$ cat src/inc/tag_pkg.sv
// constants for the stop input edge tagging block
// assumes a 200 MHz hclk and an AHB-Lite slave with 32-bit data
package tag_pkg;
    localparam int NUM_IN = 6;
    localparam int TIME_W = 28;
    localparam int CNT_W = 32;
    // register byte offsets
    localparam logic [7:0] OFF_ENABLE = 8'h00;
    localparam logic [7:0] OFF_EDGE = 8'h04;
    localparam logic [7:0] OFF_DELAY = 8'h08;
    localparam logic [7:0] OFF_CTRL = 8'h0c;
    localparam logic [7:0] OFF_STATUS = 8'h10;
    localparam logic [7:0] OFF_IRQ_STAT = 8'h14;
    localparam logic [7:0] OFF_IRQ_MASK = 8'h18;
    localparam logic [7:0] OFF_EVENT = 8'h1c;
    localparam logic [7:0] OFF_CFT = 8'h20;
    localparam logic [7:0] OFF_ROI_BASE = 8'h40;
    localparam logic [7:0] ROI_STRIDE = 8'h10;
    // edge selection codes, two bits per input
    localparam logic [1:0] EDGE_FALL = 2'h0;
    localparam logic [1:0] EDGE_RISE = 2'h1;
    localparam logic [1:0] EDGE_BOTH = 2'h2;
    localparam logic [1:0] EDGE_CFT = 2'h3;
    // event word layout
    localparam int EV_CH_LSB = 0;
    localparam int EV_EDGE_BIT = 3;
    localparam int EV_TIME_LSB = 4;
    // common delay
    localparam real DELAY_STEP_NS = 3.2;
    localparam real DELAY_MAX_NS = 48.0;
    localparam real CLK_NS = 5.0;
    localparam int DELAY_STEPS = 15;
    localparam int DELAY_W = 4;
    localparam int DELAY_MAX_CYC = (DELAY_MAX_NS + CLK_NS - 0.001) / CLK_NS;
    localparam int FRAC_W = 8;
    localparam logic [31:0] CTRL_RESET = 32'h0000_0000;
endpackage : tag_pkg

$ cat src/hw/delay_line.sv
// shift-register delay for the six input levels
// assumes inputs already synchronised to hclk
module delay_line
    import tag_pkg::*;
#(
    parameter int WIDTH = NUM_IN,
    parameter int DEPTH = 16
)
(
    input wire logic hclk,
    input wire logic hresetn,
    input wire logic [WIDTH-1:0] din,
    input wire logic [$clog2(DEPTH)-1:0] sel,
    output logic [WIDTH-1:0] dout
);
    logic [WIDTH-1:0] tap_r [DEPTH];
    wire [WIDTH-1:0] pick = (sel == '0) ? din : tap_r[sel - 1'b1];

    // taps shift every cycle
    always_ff @(posedge hclk or negedge hresetn)
    begin
        if (!hresetn)
        begin
            for (int i = 0; i < DEPTH; i++) tap_r[i] <= '0;
            dout <= '0;
        end
        else
        begin
            tap_r[0] <= din;
            for (int i = 1; i < DEPTH; i++) tap_r[i] <= tap_r[i-1];
            dout <= pick;
        end
    end
endmodule : delay_line

$ cat src/hw/edge_tag.sv
// stop input edge tagging: enable, edge select, delay, region count, cft
// assumes pins asynchronous to hclk; single AHB-Lite master
// Operation
// RULE1 - each of six inputs has its own enable; disabled input yields no events
// RULE2 - each input selects falling, rising, or both edges
// RULE3 - event word bit 3 is one for falling edge, zero for rising
// RULE4 - one common delay for all inputs, 3.2 ns steps up to 48 ns; code rounds each setting up to whole 5 ns cycles, 50 ns at 15 steps
// RULE5 - region preset counts events in [low,high); stop once count exceeds preset
// RULE6 - region limits are compared unchanged even outside the spectrum range
// RULE7 - both-edges pulse width from paired edges; polarity picks under or over threshold
// RULE8 - cft peak time at programmed fraction of edge interval
// RULE9 - cft pairs wider than max width give no peak estimate
// RULE10 - user keeps rate low so both edges of every pulse are seen
// RULE11 - delay setting is step count, zero means no added delay
module edge_tag
    import tag_pkg::*;
(
    input wire logic hclk,
    input wire logic hresetn,
    input wire logic hsel,
    input wire logic [31:0] haddr,
    input wire logic [1:0] htrans,
    input wire logic hwrite,
    input wire logic [2:0] hsize,
    input wire logic [31:0] hwdata,
    input wire logic hready,
    output logic [31:0] hrdata,
    output logic hreadyout,
    output logic hresp,
    input wire logic [NUM_IN-1:0] tof_in,
    input wire logic meas_start,
    output logic event_valid,
    output logic [31:0] event_word,
    output logic [TIME_W-1:0] peak_time,
    output logic peak_valid,
    output logic meas_running,
    output logic irq
);
    // ********************************
    // register state
    // ********************************
    logic [NUM_IN-1:0] enable_r;
    logic [2*NUM_IN-1:0] edge_r;
    logic [NUM_IN-1:0] pol_r;
    logic [DELAY_W-1:0] delay_r;
    logic [NUM_IN-1:0] roi_en_r;
    logic [CNT_W-1:0] preset_r [NUM_IN];
    logic [TIME_W-1:0] roi_lo_r [NUM_IN];
    logic [TIME_W-1:0] roi_hi_r [NUM_IN];
    logic [CNT_W-1:0] roi_cnt_r [NUM_IN];
    logic [FRAC_W-1:0] frac_r;
    logic [TIME_W-1:0] max_w_r;
    logic [2:0] irq_stat_r;
    logic [2:0] irq_mask_r;
    logic [TIME_W-1:0] time_r;
    logic run_r;

    // ********************************
    // input synchronisers and delay
    // ********************************
    logic [NUM_IN-1:0] sync1_r;
    logic [NUM_IN-1:0] sync2_r;
    logic [NUM_IN-1:0] dly_in;
    logic [NUM_IN-1:0] prev_r;

    // two flops before any logic
    always_ff @(posedge hclk or negedge hresetn)
    begin
        if (!hresetn)
        begin
            sync1_r <= '0;
            sync2_r <= '0;
            prev_r <= '0;
        end
        else
        begin
            sync1_r <= tof_in;
            sync2_r <= sync1_r;
            prev_r <= dly_in;
        end
    end

    // delay counts: 3.2 ns steps rounded up to whole 5 ns cycles, zero stays zero
    wire [3:0] dly_cyc = 4'((32'(delay_r) * 32 + 49) / 50);

    // RULE4 common delay
    // RULE11 zero is no delay
    delay_line #(.WIDTH(NUM_IN), .DEPTH(16)) u_dly (
        .hclk(hclk),
        .hresetn(hresetn),
        .din(sync2_r),
        .sel(dly_cyc),
        .dout(dly_in)
    );

    // ********************************
    // edge detection per input
    // ********************************
    logic [NUM_IN-1:0] rise_w;
    logic [NUM_IN-1:0] fall_w;
    logic [NUM_IN-1:0] hit_w;
    logic [NUM_IN-1:0] in_roi_w;
    genvar g;
    generate
        for (g = 0; g < NUM_IN; g++)
        begin : g_edge
            wire [1:0] mode = edge_r[2*g +: 2];
            assign rise_w[g] = dly_in[g] & ~prev_r[g];
            assign fall_w[g] = ~dly_in[g] & prev_r[g];
            // RULE1 enable gate
            // RULE2 edge select
            assign hit_w[g] = enable_r[g] & run_r & (
                (mode == EDGE_FALL & fall_w[g]) |
                (mode == EDGE_RISE & rise_w[g]) |
                (mode[1] & (rise_w[g] | fall_w[g])));
            // RULE5 region window
            // RULE6 limits used unchanged
            assign in_roi_w[g] = (time_r >= roi_lo_r[g]) & (time_r < roi_hi_r[g]);
        end
    endgenerate
    // lowest numbered hit wins the output port this cycle
    logic [2:0] pick_ch;
    logic any_hit;
    always_comb
    begin
        pick_ch = 3'h0;
        any_hit = 1'b0;
        for (int i = NUM_IN - 1; i >= 0; i--)
            if (hit_w[i])
            begin
                pick_ch = 3'(i);
                any_hit = 1'b1;
            end
    end
    wire pick_fall = fall_w[pick_ch];
    // RULE3 edge flag in bit 3
    wire [31:0] word_nxt = {time_r, pick_fall, pick_ch};

    always_ff @(posedge hclk or negedge hresetn)
    begin
        if (!hresetn)
        begin
            event_valid <= 1'b0;
            event_word <= '0;
        end
        else
        begin
            event_valid <= any_hit;
            event_word <= any_hit ? word_nxt : event_word;
        end
    end

    // ********************************
    // pulse width pairing and cft, on whichever both-edges input wins the output port
    // ********************************
    logic [TIME_W-1:0] first_t_r;
    logic pair_open_r;
    wire [1:0] cm = edge_r[2*pick_ch +: 2];
    // RULE7 polarity: under threshold opens on falling, over on rising
    wire opens = any_hit & cm[1] & (pol_r[pick_ch] ? ~pick_fall : pick_fall);
    wire closes = any_hit & cm[1] & pair_open_r & ~opens;
    wire [TIME_W-1:0] width = time_r - first_t_r;
    // peak = first + width / (1 + ratio); ratio in 4.4 fixed point
    wire [TIME_W+4:0] num = {1'b0, width, 4'h0};
    wire [TIME_W+4:0] den = 33'(frac_r) + 33'd16;
    wire [TIME_W-1:0] peak_off = TIME_W'(num / den);
    always_ff @(posedge hclk or negedge hresetn)
    begin
        if (!hresetn)
        begin
            pair_open_r <= 1'b0;
            first_t_r <= '0;
            peak_valid <= 1'b0;
            peak_time <= '0;
        end
        else
        begin
            peak_valid <= 1'b0;
            if (opens)
            begin
                pair_open_r <= 1'b1;
                first_t_r <= time_r;
            end
            else if (closes)
            begin
                pair_open_r <= 1'b0;
                // RULE8 fraction estimate
                // RULE9 reject too wide
                if (cm == EDGE_CFT && width <= max_w_r)
                begin
                    peak_valid <= 1'b1;
                    peak_time <= first_t_r + peak_off;
                end
            end
        end
    end

    // ********************************
    // timebase, run and region counters
    // ********************************
    logic [NUM_IN-1:0] preset_hit;
    generate
        for (g = 0; g < NUM_IN; g++)
        begin : g_cnt
            assign preset_hit[g] = roi_en_r[g] & (roi_cnt_r[g] > preset_r[g]);
            always_ff @(posedge hclk or negedge hresetn)
            begin
                if (!hresetn)
                    roi_cnt_r[g] <= '0;
                else if (meas_start)
                    roi_cnt_r[g] <= '0;
                else if (hit_w[g] & roi_en_r[g] & in_roi_w[g])
                    roi_cnt_r[g] <= roi_cnt_r[g] + 1'b1;
            end
        end
    endgenerate

    // RULE5 stop on preset exceeded
    wire stop_now = run_r & (|preset_hit);

    always_ff @(posedge hclk or negedge hresetn)
    begin
        if (!hresetn)
        begin
            run_r <= 1'b0;
            time_r <= '0;
            meas_running <= 1'b0;
        end
        else
        begin
            if (meas_start)
            begin
                run_r <= 1'b1;
                time_r <= '0;
            end
            else
            begin
                if (stop_now)
                    run_r <= 1'b0;
                if (run_r)
                    time_r <= time_r + 1'b1;
            end
            meas_running <= run_r;
        end
    end

    // ********************************
    // AHB-Lite slave
    // ********************************
    logic dp_wr_r;
    logic [7:0] dp_addr_r;
    wire take = hsel & hready & htrans[1];
    wire [7:0] roi_off = dp_addr_r - OFF_ROI_BASE;
    wire roi_sel = dp_addr_r >= OFF_ROI_BASE && roi_off < 8'(NUM_IN) * ROI_STRIDE;
    wire [2:0] ri = 3'(roi_off >> 4);
    wire [1:0] rf = roi_off[3:2];
    // events: run start, preset stop, cft reject
    wire [2:0] ev_set = {closes & cm == EDGE_CFT & width > max_w_r, stop_now, meas_start};
    wire [2:0] w1c = (dp_wr_r && dp_addr_r == OFF_IRQ_STAT) ? hwdata[2:0] : 3'h0;
    // reads decode the address phase so hrdata stands through the data phase
    wire [7:0] rd_off = haddr[7:0] - OFF_ROI_BASE;
    wire rd_roi = haddr[7:0] >= OFF_ROI_BASE && rd_off < 8'(NUM_IN) * ROI_STRIDE;
    wire [2:0] rd_ri = 3'(rd_off >> 4);
    logic [31:0] rd_w;
    always_comb
    begin
        rd_w = 32'h0;
        case (haddr[7:0])
            OFF_ENABLE: rd_w = 32'(enable_r);
            OFF_EDGE: rd_w = 32'(edge_r);
            OFF_DELAY: rd_w = 32'(delay_r);
            OFF_CTRL: rd_w = {18'h0, pol_r, 2'h0, roi_en_r};
            OFF_STATUS: rd_w = {25'h0, run_r, preset_hit};
            OFF_IRQ_STAT: rd_w = 32'(irq_stat_r);
            OFF_IRQ_MASK: rd_w = 32'(irq_mask_r);
            OFF_EVENT: rd_w = event_word;
            OFF_CFT: rd_w = {max_w_r[23:0], frac_r};
            default:
                if (rd_roi)
                    case (rd_off[3:2])
                        2'h0: rd_w = preset_r[rd_ri];
                        2'h1: rd_w = 32'(roi_lo_r[rd_ri]);
                        2'h2: rd_w = 32'(roi_hi_r[rd_ri]);
                        default: rd_w = roi_cnt_r[rd_ri];
                    endcase
        endcase
    end

    // address phase capture, zero wait states
    always_ff @(posedge hclk or negedge hresetn)
    begin
        if (!hresetn)
        begin
            dp_wr_r <= 1'b0;
            dp_addr_r <= '0;
            hrdata <= '0;
            hreadyout <= 1'b1;
            hresp <= 1'b0;
            irq_stat_r <= '0;
            irq <= 1'b0;
        end
        else
        begin
            dp_wr_r <= take & hwrite;
            if (take)
                dp_addr_r <= haddr[7:0];
            // read data registered for the next data phase
            hrdata <= (take & ~hwrite) ? rd_w : hrdata;
            hreadyout <= 1'b1;
            hresp <= 1'b0;
            // set wins over write-one clear
            irq_stat_r <= (irq_stat_r & ~w1c) | ev_set;
            irq <= |(irq_stat_r & irq_mask_r);
        end
    end

    // register writes in the data phase
    always_ff @(posedge hclk or negedge hresetn)
    begin
        if (!hresetn)
        begin
            enable_r <= '0;
            edge_r <= '0;
            pol_r <= '0;
            delay_r <= '0;
            roi_en_r <= '0;
            frac_r <= '0;
            max_w_r <= '0;
            irq_mask_r <= '0;
            for (int i = 0; i < NUM_IN; i++)
            begin
                preset_r[i] <= '0;
                roi_lo_r[i] <= '0;
                roi_hi_r[i] <= '0;
            end
        end
        else if (dp_wr_r)
        begin
            case (dp_addr_r)
                OFF_ENABLE: enable_r <= hwdata[NUM_IN-1:0];
                OFF_EDGE: edge_r <= hwdata[2*NUM_IN-1:0];
                // four bits cap the setting at 15 steps, i.e. 48 ns
                OFF_DELAY: delay_r <= hwdata[DELAY_W-1:0];
                OFF_CTRL:
                begin
                    roi_en_r <= hwdata[5:0];
                    pol_r <= hwdata[13:8];
                end
                OFF_IRQ_MASK: irq_mask_r <= hwdata[2:0];
                OFF_CFT:
                begin
                    frac_r <= hwdata[7:0];
                    max_w_r <= TIME_W'(hwdata[31:8]);
                end
                default:
                    if (roi_sel)
                        case (rf)
                            2'h0: preset_r[ri] <= hwdata;
                            2'h1: roi_lo_r[ri] <= hwdata[TIME_W-1:0];
                            2'h2: roi_hi_r[ri] <= hwdata[TIME_W-1:0];
                            default: ;
                        endcase
            endcase
        end
    end
endmodule : edge_tag

$ cat config.mk
export PLATFORM = sky130hd
export DESIGN_NAME = edge_tag
export DESIGN_NICKNAME = d
export VERILOG_FILES = /design/src/inc/tag_pkg.sv /design/src/hw/delay_line.sv /design/src/hw/edge_tag.sv
export SDC_FILE = /design/constraint.sdc
export NUM_CORES = 2
export LEC_CHECK = 0
export ABC_CLOCK_PERIOD_IN_PS = 88100
export BUFFER_PORTS_ARGS = -buffer_cell sky130_fd_sc_hd__buf_2
export CAP_MARGIN = 20
export CELL_PAD_IN_SITES_DETAIL_PLACEMENT = 1
export CELL_PAD_IN_SITES_GLOBAL_PLACEMENT = 1
export CORE_AREA = 2 2 422 529
export CTS_CLUSTER_DIAMETER = 100
export DETAILED_ROUTE_END_ITERATION = 7
export DIE_AREA = 0 0 424 531
export PLACE_DENSITY_LB_ADDON = 0.05
export SKIP_CTS_REPAIR_TIMING = 1
export SYNTH_ARGS = -nofsm -noshare
export SYNTH_HDL_FRONTEND = slang
export SYNTH_SLANG_ARGS = --single-unit
$ cat constraint.sdc
create_clock -name hclk -period 88.1 [get_ports hclk]
set_input_delay 13.215 -clock hclk [delete_from_list [all_inputs] [get_ports hclk]]
set_output_delay 13.215 -clock hclk [all_outputs]
set_load 0.05 [all_outputs]
==> flow_summary.ini <==
[run_status]
status = finished clean

[detailed_routing]
wl_per_cell_um = 25.6
finalWirelength_mm = 346
route.detailed.drc = 0
viasPerCell = 5.78
drt_first_iter_violations = 3992
drtPass1Iterations = 8
routed-via-count = 78219
postRouteAntennaNets = 0

[layout]
drive_gt1_frac = 0.306
design_area_sq_um = 107000
fill_cells = 24940
register_area_sq_um = 26900
fin_nets = 11484
multi_input_area_sq_um = 58800
area_growth_pct = 22.6

[clock_tree]
cts_buffers = 113
cts_max_path_buffers = 3
clock-sinks = 1075
clockRootBuffer = clkbuf_16
cts_tree = yes
clk_pin_slew_ns = 0.07
clkLatencyLatePin_ns = 0.80
h-tree-depth = 3

[floorplanning]
die-height_um = 531
dieArea_sq_um = 225000
initial_core_util = 0.398
rows = 193
fp.dieW_um = 424
ios = 179
core_area_sq_um = 220000

[sta]
finalSetupTns_ns = 0
max_slew.worst_pin.slew_ns = 1.31
rsz0062_at_grt = true
final-hold-violation-count = 0
finalMaxSlewViolations = 0
fmax_mhz = 11.5
fin_crit_ns = 86.79
setup_ws_ns = 1.31
fin_hold_ws_ns = 0.349
fin_skew_ns = 0.0672
setup_viol = 0
finalCritPeriodShare = 0.985
slew_headroom = 0.127

[worst_setup_path]
crit_path_max_incr_delay_ns = 0.56
crit_top_cell = o21a_1
crit_path_start_kind = flip-flop
path_class = reg -> reg
crit_required_ns = 88.73
critical_path.max_fanout = 8
critPathArrivalTime_ns = 87.42
cp-end-kind = flip-flop
r2r-start = time_r[1]$_DFFE_PN0P_
critical_path.startpoint = time_r[1]$_DFFE_PN0P_
slowest_stage = or4_4

[placed_design]
place.gp.congestion = 0.911
pre_cts_slack_ns = -3.25
place_area_sq_um = 99800
port_buffers = 148
place_hpwl_mm = 268

[yosys]
ys.flop_type = dfrtp_1
yosysWarnings = 0
yosysUniqueCellTypes = 185
synth_seq_cells = 1075
synthArstFlopShare = 1.00
syn_inst = 9267
syn_area_sq_um = 87600
syn_area_per_cell_sq_um = 9.45
ys_seq_area_frac = 0.307
synth_edf_count = 0

[worst_hold_path]
min_from = sync1_r[2]$_DFF_PN0_
hold_path_class = reg -> reg

[grt]
overflow = 0
grt_pass1_vias = 84181
grt_pass1_wl_mm = 520
antenna_found_initial = 16
grt_max_degree = 110
grt_usage = 0.301

[run]
cap_violations = 0
## registers in the layout (all words and copies together) (netlist names), 8 cells and up
| register | count |
|---|---|
| preset_r | 192 |
| roi_cnt_r | 192 |
| roi_hi_r | 168 |
| roi_lo_r | 168 |
| u_dly.tap_r | 96 |
| event_word | 32 |
| hrdata | 32 |
| first_t_r | 28 |
| peak_time | 28 |
| time_r | 28 |
| max_w_r | 24 |
| edge_r | 12 |
| dp_addr_r | 8 |
| frac_r | 8 |
## cells by family (layout without fill, tap and decap cells)
group	after synthesis	in the layout	share of synthesized area
AOI/OAI and AO/OA	2056	2056	0.158
xor gates and xnor gates	419	419	0.0424
adders and majority gates	897	897	0.128
buffers and inverters	1063	2399	0.0493
DFF	1075	1075	0.307
muxes	1063	1063	0.155
other	2	10	0.0000858
and+or+nand+nor	2692	2692	0.160
## placed cells by master (no fill, tap or decap), drive strengths merged, types with 86 or more instances in the layout
master,instances
nor3,248
mux2,727
dfrtp,1075
xor2,232
and3,106
ha,891
buf,1480
nand4,150
mux2i,176
a21oi,516
nand2b,178
nand2,609
nand3,178
nor2,646
mux4,160
o31ai,86
nor2b,152
xnor2,187
clkbuf,156
inv,705
a21o,137
o21a,196
o21ai,512
## critical path: cells and delay by family, from the launching register on
family | cells | cell delay, ns
muxes | 3 | 0.56
AOI/OAI and AO/OA | 267 | 44.97
adders and majority gates | 34 | 9.39
buffers and inverters | 54 | 5.91
and+or+nand+nor | 153 | 25.10
xor gates and xnor gates | 1 | 0.05
DFF | 1 | 0.42
## per-layer routing
metal,track usage,up-vias,part of all wire
met4,0.148,4,0.058
met1,0.344,40081,0.39
met2,0.563,1315,0.52
met5,0,-,0.000078
met3,0.0249,615,0.029
li1,-,36204,-
## path summary, 6_finish.rpt
| path | to | slack, ns | cells past startpoint |
|---|---|---|---|
| min | sync2_r[2]$_DFF_PN0_ | 0.35 | 0 |
| min in group asynchronous | roi_cnt_r[152]$_DFFE_PN0P_ | 12.54 | 1 |
| min reg2reg | sync2_r[2]$_DFF_PN0_ | 0.35 | 0 |
| max | peak_time[25]$_DFFE_PN0P_ | 1.31 | 512 |
| max reg2reg | peak_time[25]$_DFFE_PN0P_ | 1.31 | 512 |
| max in group asynchronous | frac_r[4]$_DFFE_PN0P_ | 71.40 | 5 |
## per-stage QoR
| step | std cells | util |
|---|---|---|
| floorplan | 9268 | - |
| global placement | 13130 | 0.453 |
| detailed placement | 13131 | 0.453 |
| CTS | 13341 | 0.472 |
| global route | 13532 | 0.487 |
| finish | 13536 | 0.488 |
## final cells by class
class | instances | share of cell area
Multi-Input combinational cell | 7130 | 0.548
Sequential cell | 1075 | 0.251
Clock inverter | 56 | 0.00904
Antenna cell | 7 | 0.000163
Inverter | 707 | 0.0254
Clock buffer | 154 | 0.0303
Timing Repair Buffer | 1482 | 0.103
Tap cell | 2925 | 0.0341
## Yosys cell counts (127+ instances only)
cell type,count,area [sq um]
mux2i_1,173,1730
nand2b_1,177,1110
nand3_1,174,871
nor3_1,236,1180
o21a_1,194,1460
nor2b_1,152,951
o21ai_0,488,2440
ha_1,891,11100
a21oi_1,508,2540
xor2_1,230,2010
nand4_1,146,913
a21o_1,127,953
inv_1,688,2580
mux2_2,723,8140
clkbuf_1,244,916
xnor2_1,185,1620
mux4_2,160,3600
nand2_1,601,2260
dfrtp_1,1075,26900
nor2_1,634,2380
Power is not shown: default switching activity piles up to over one toggle a cycle in this logic, so the estimate is an artifact.
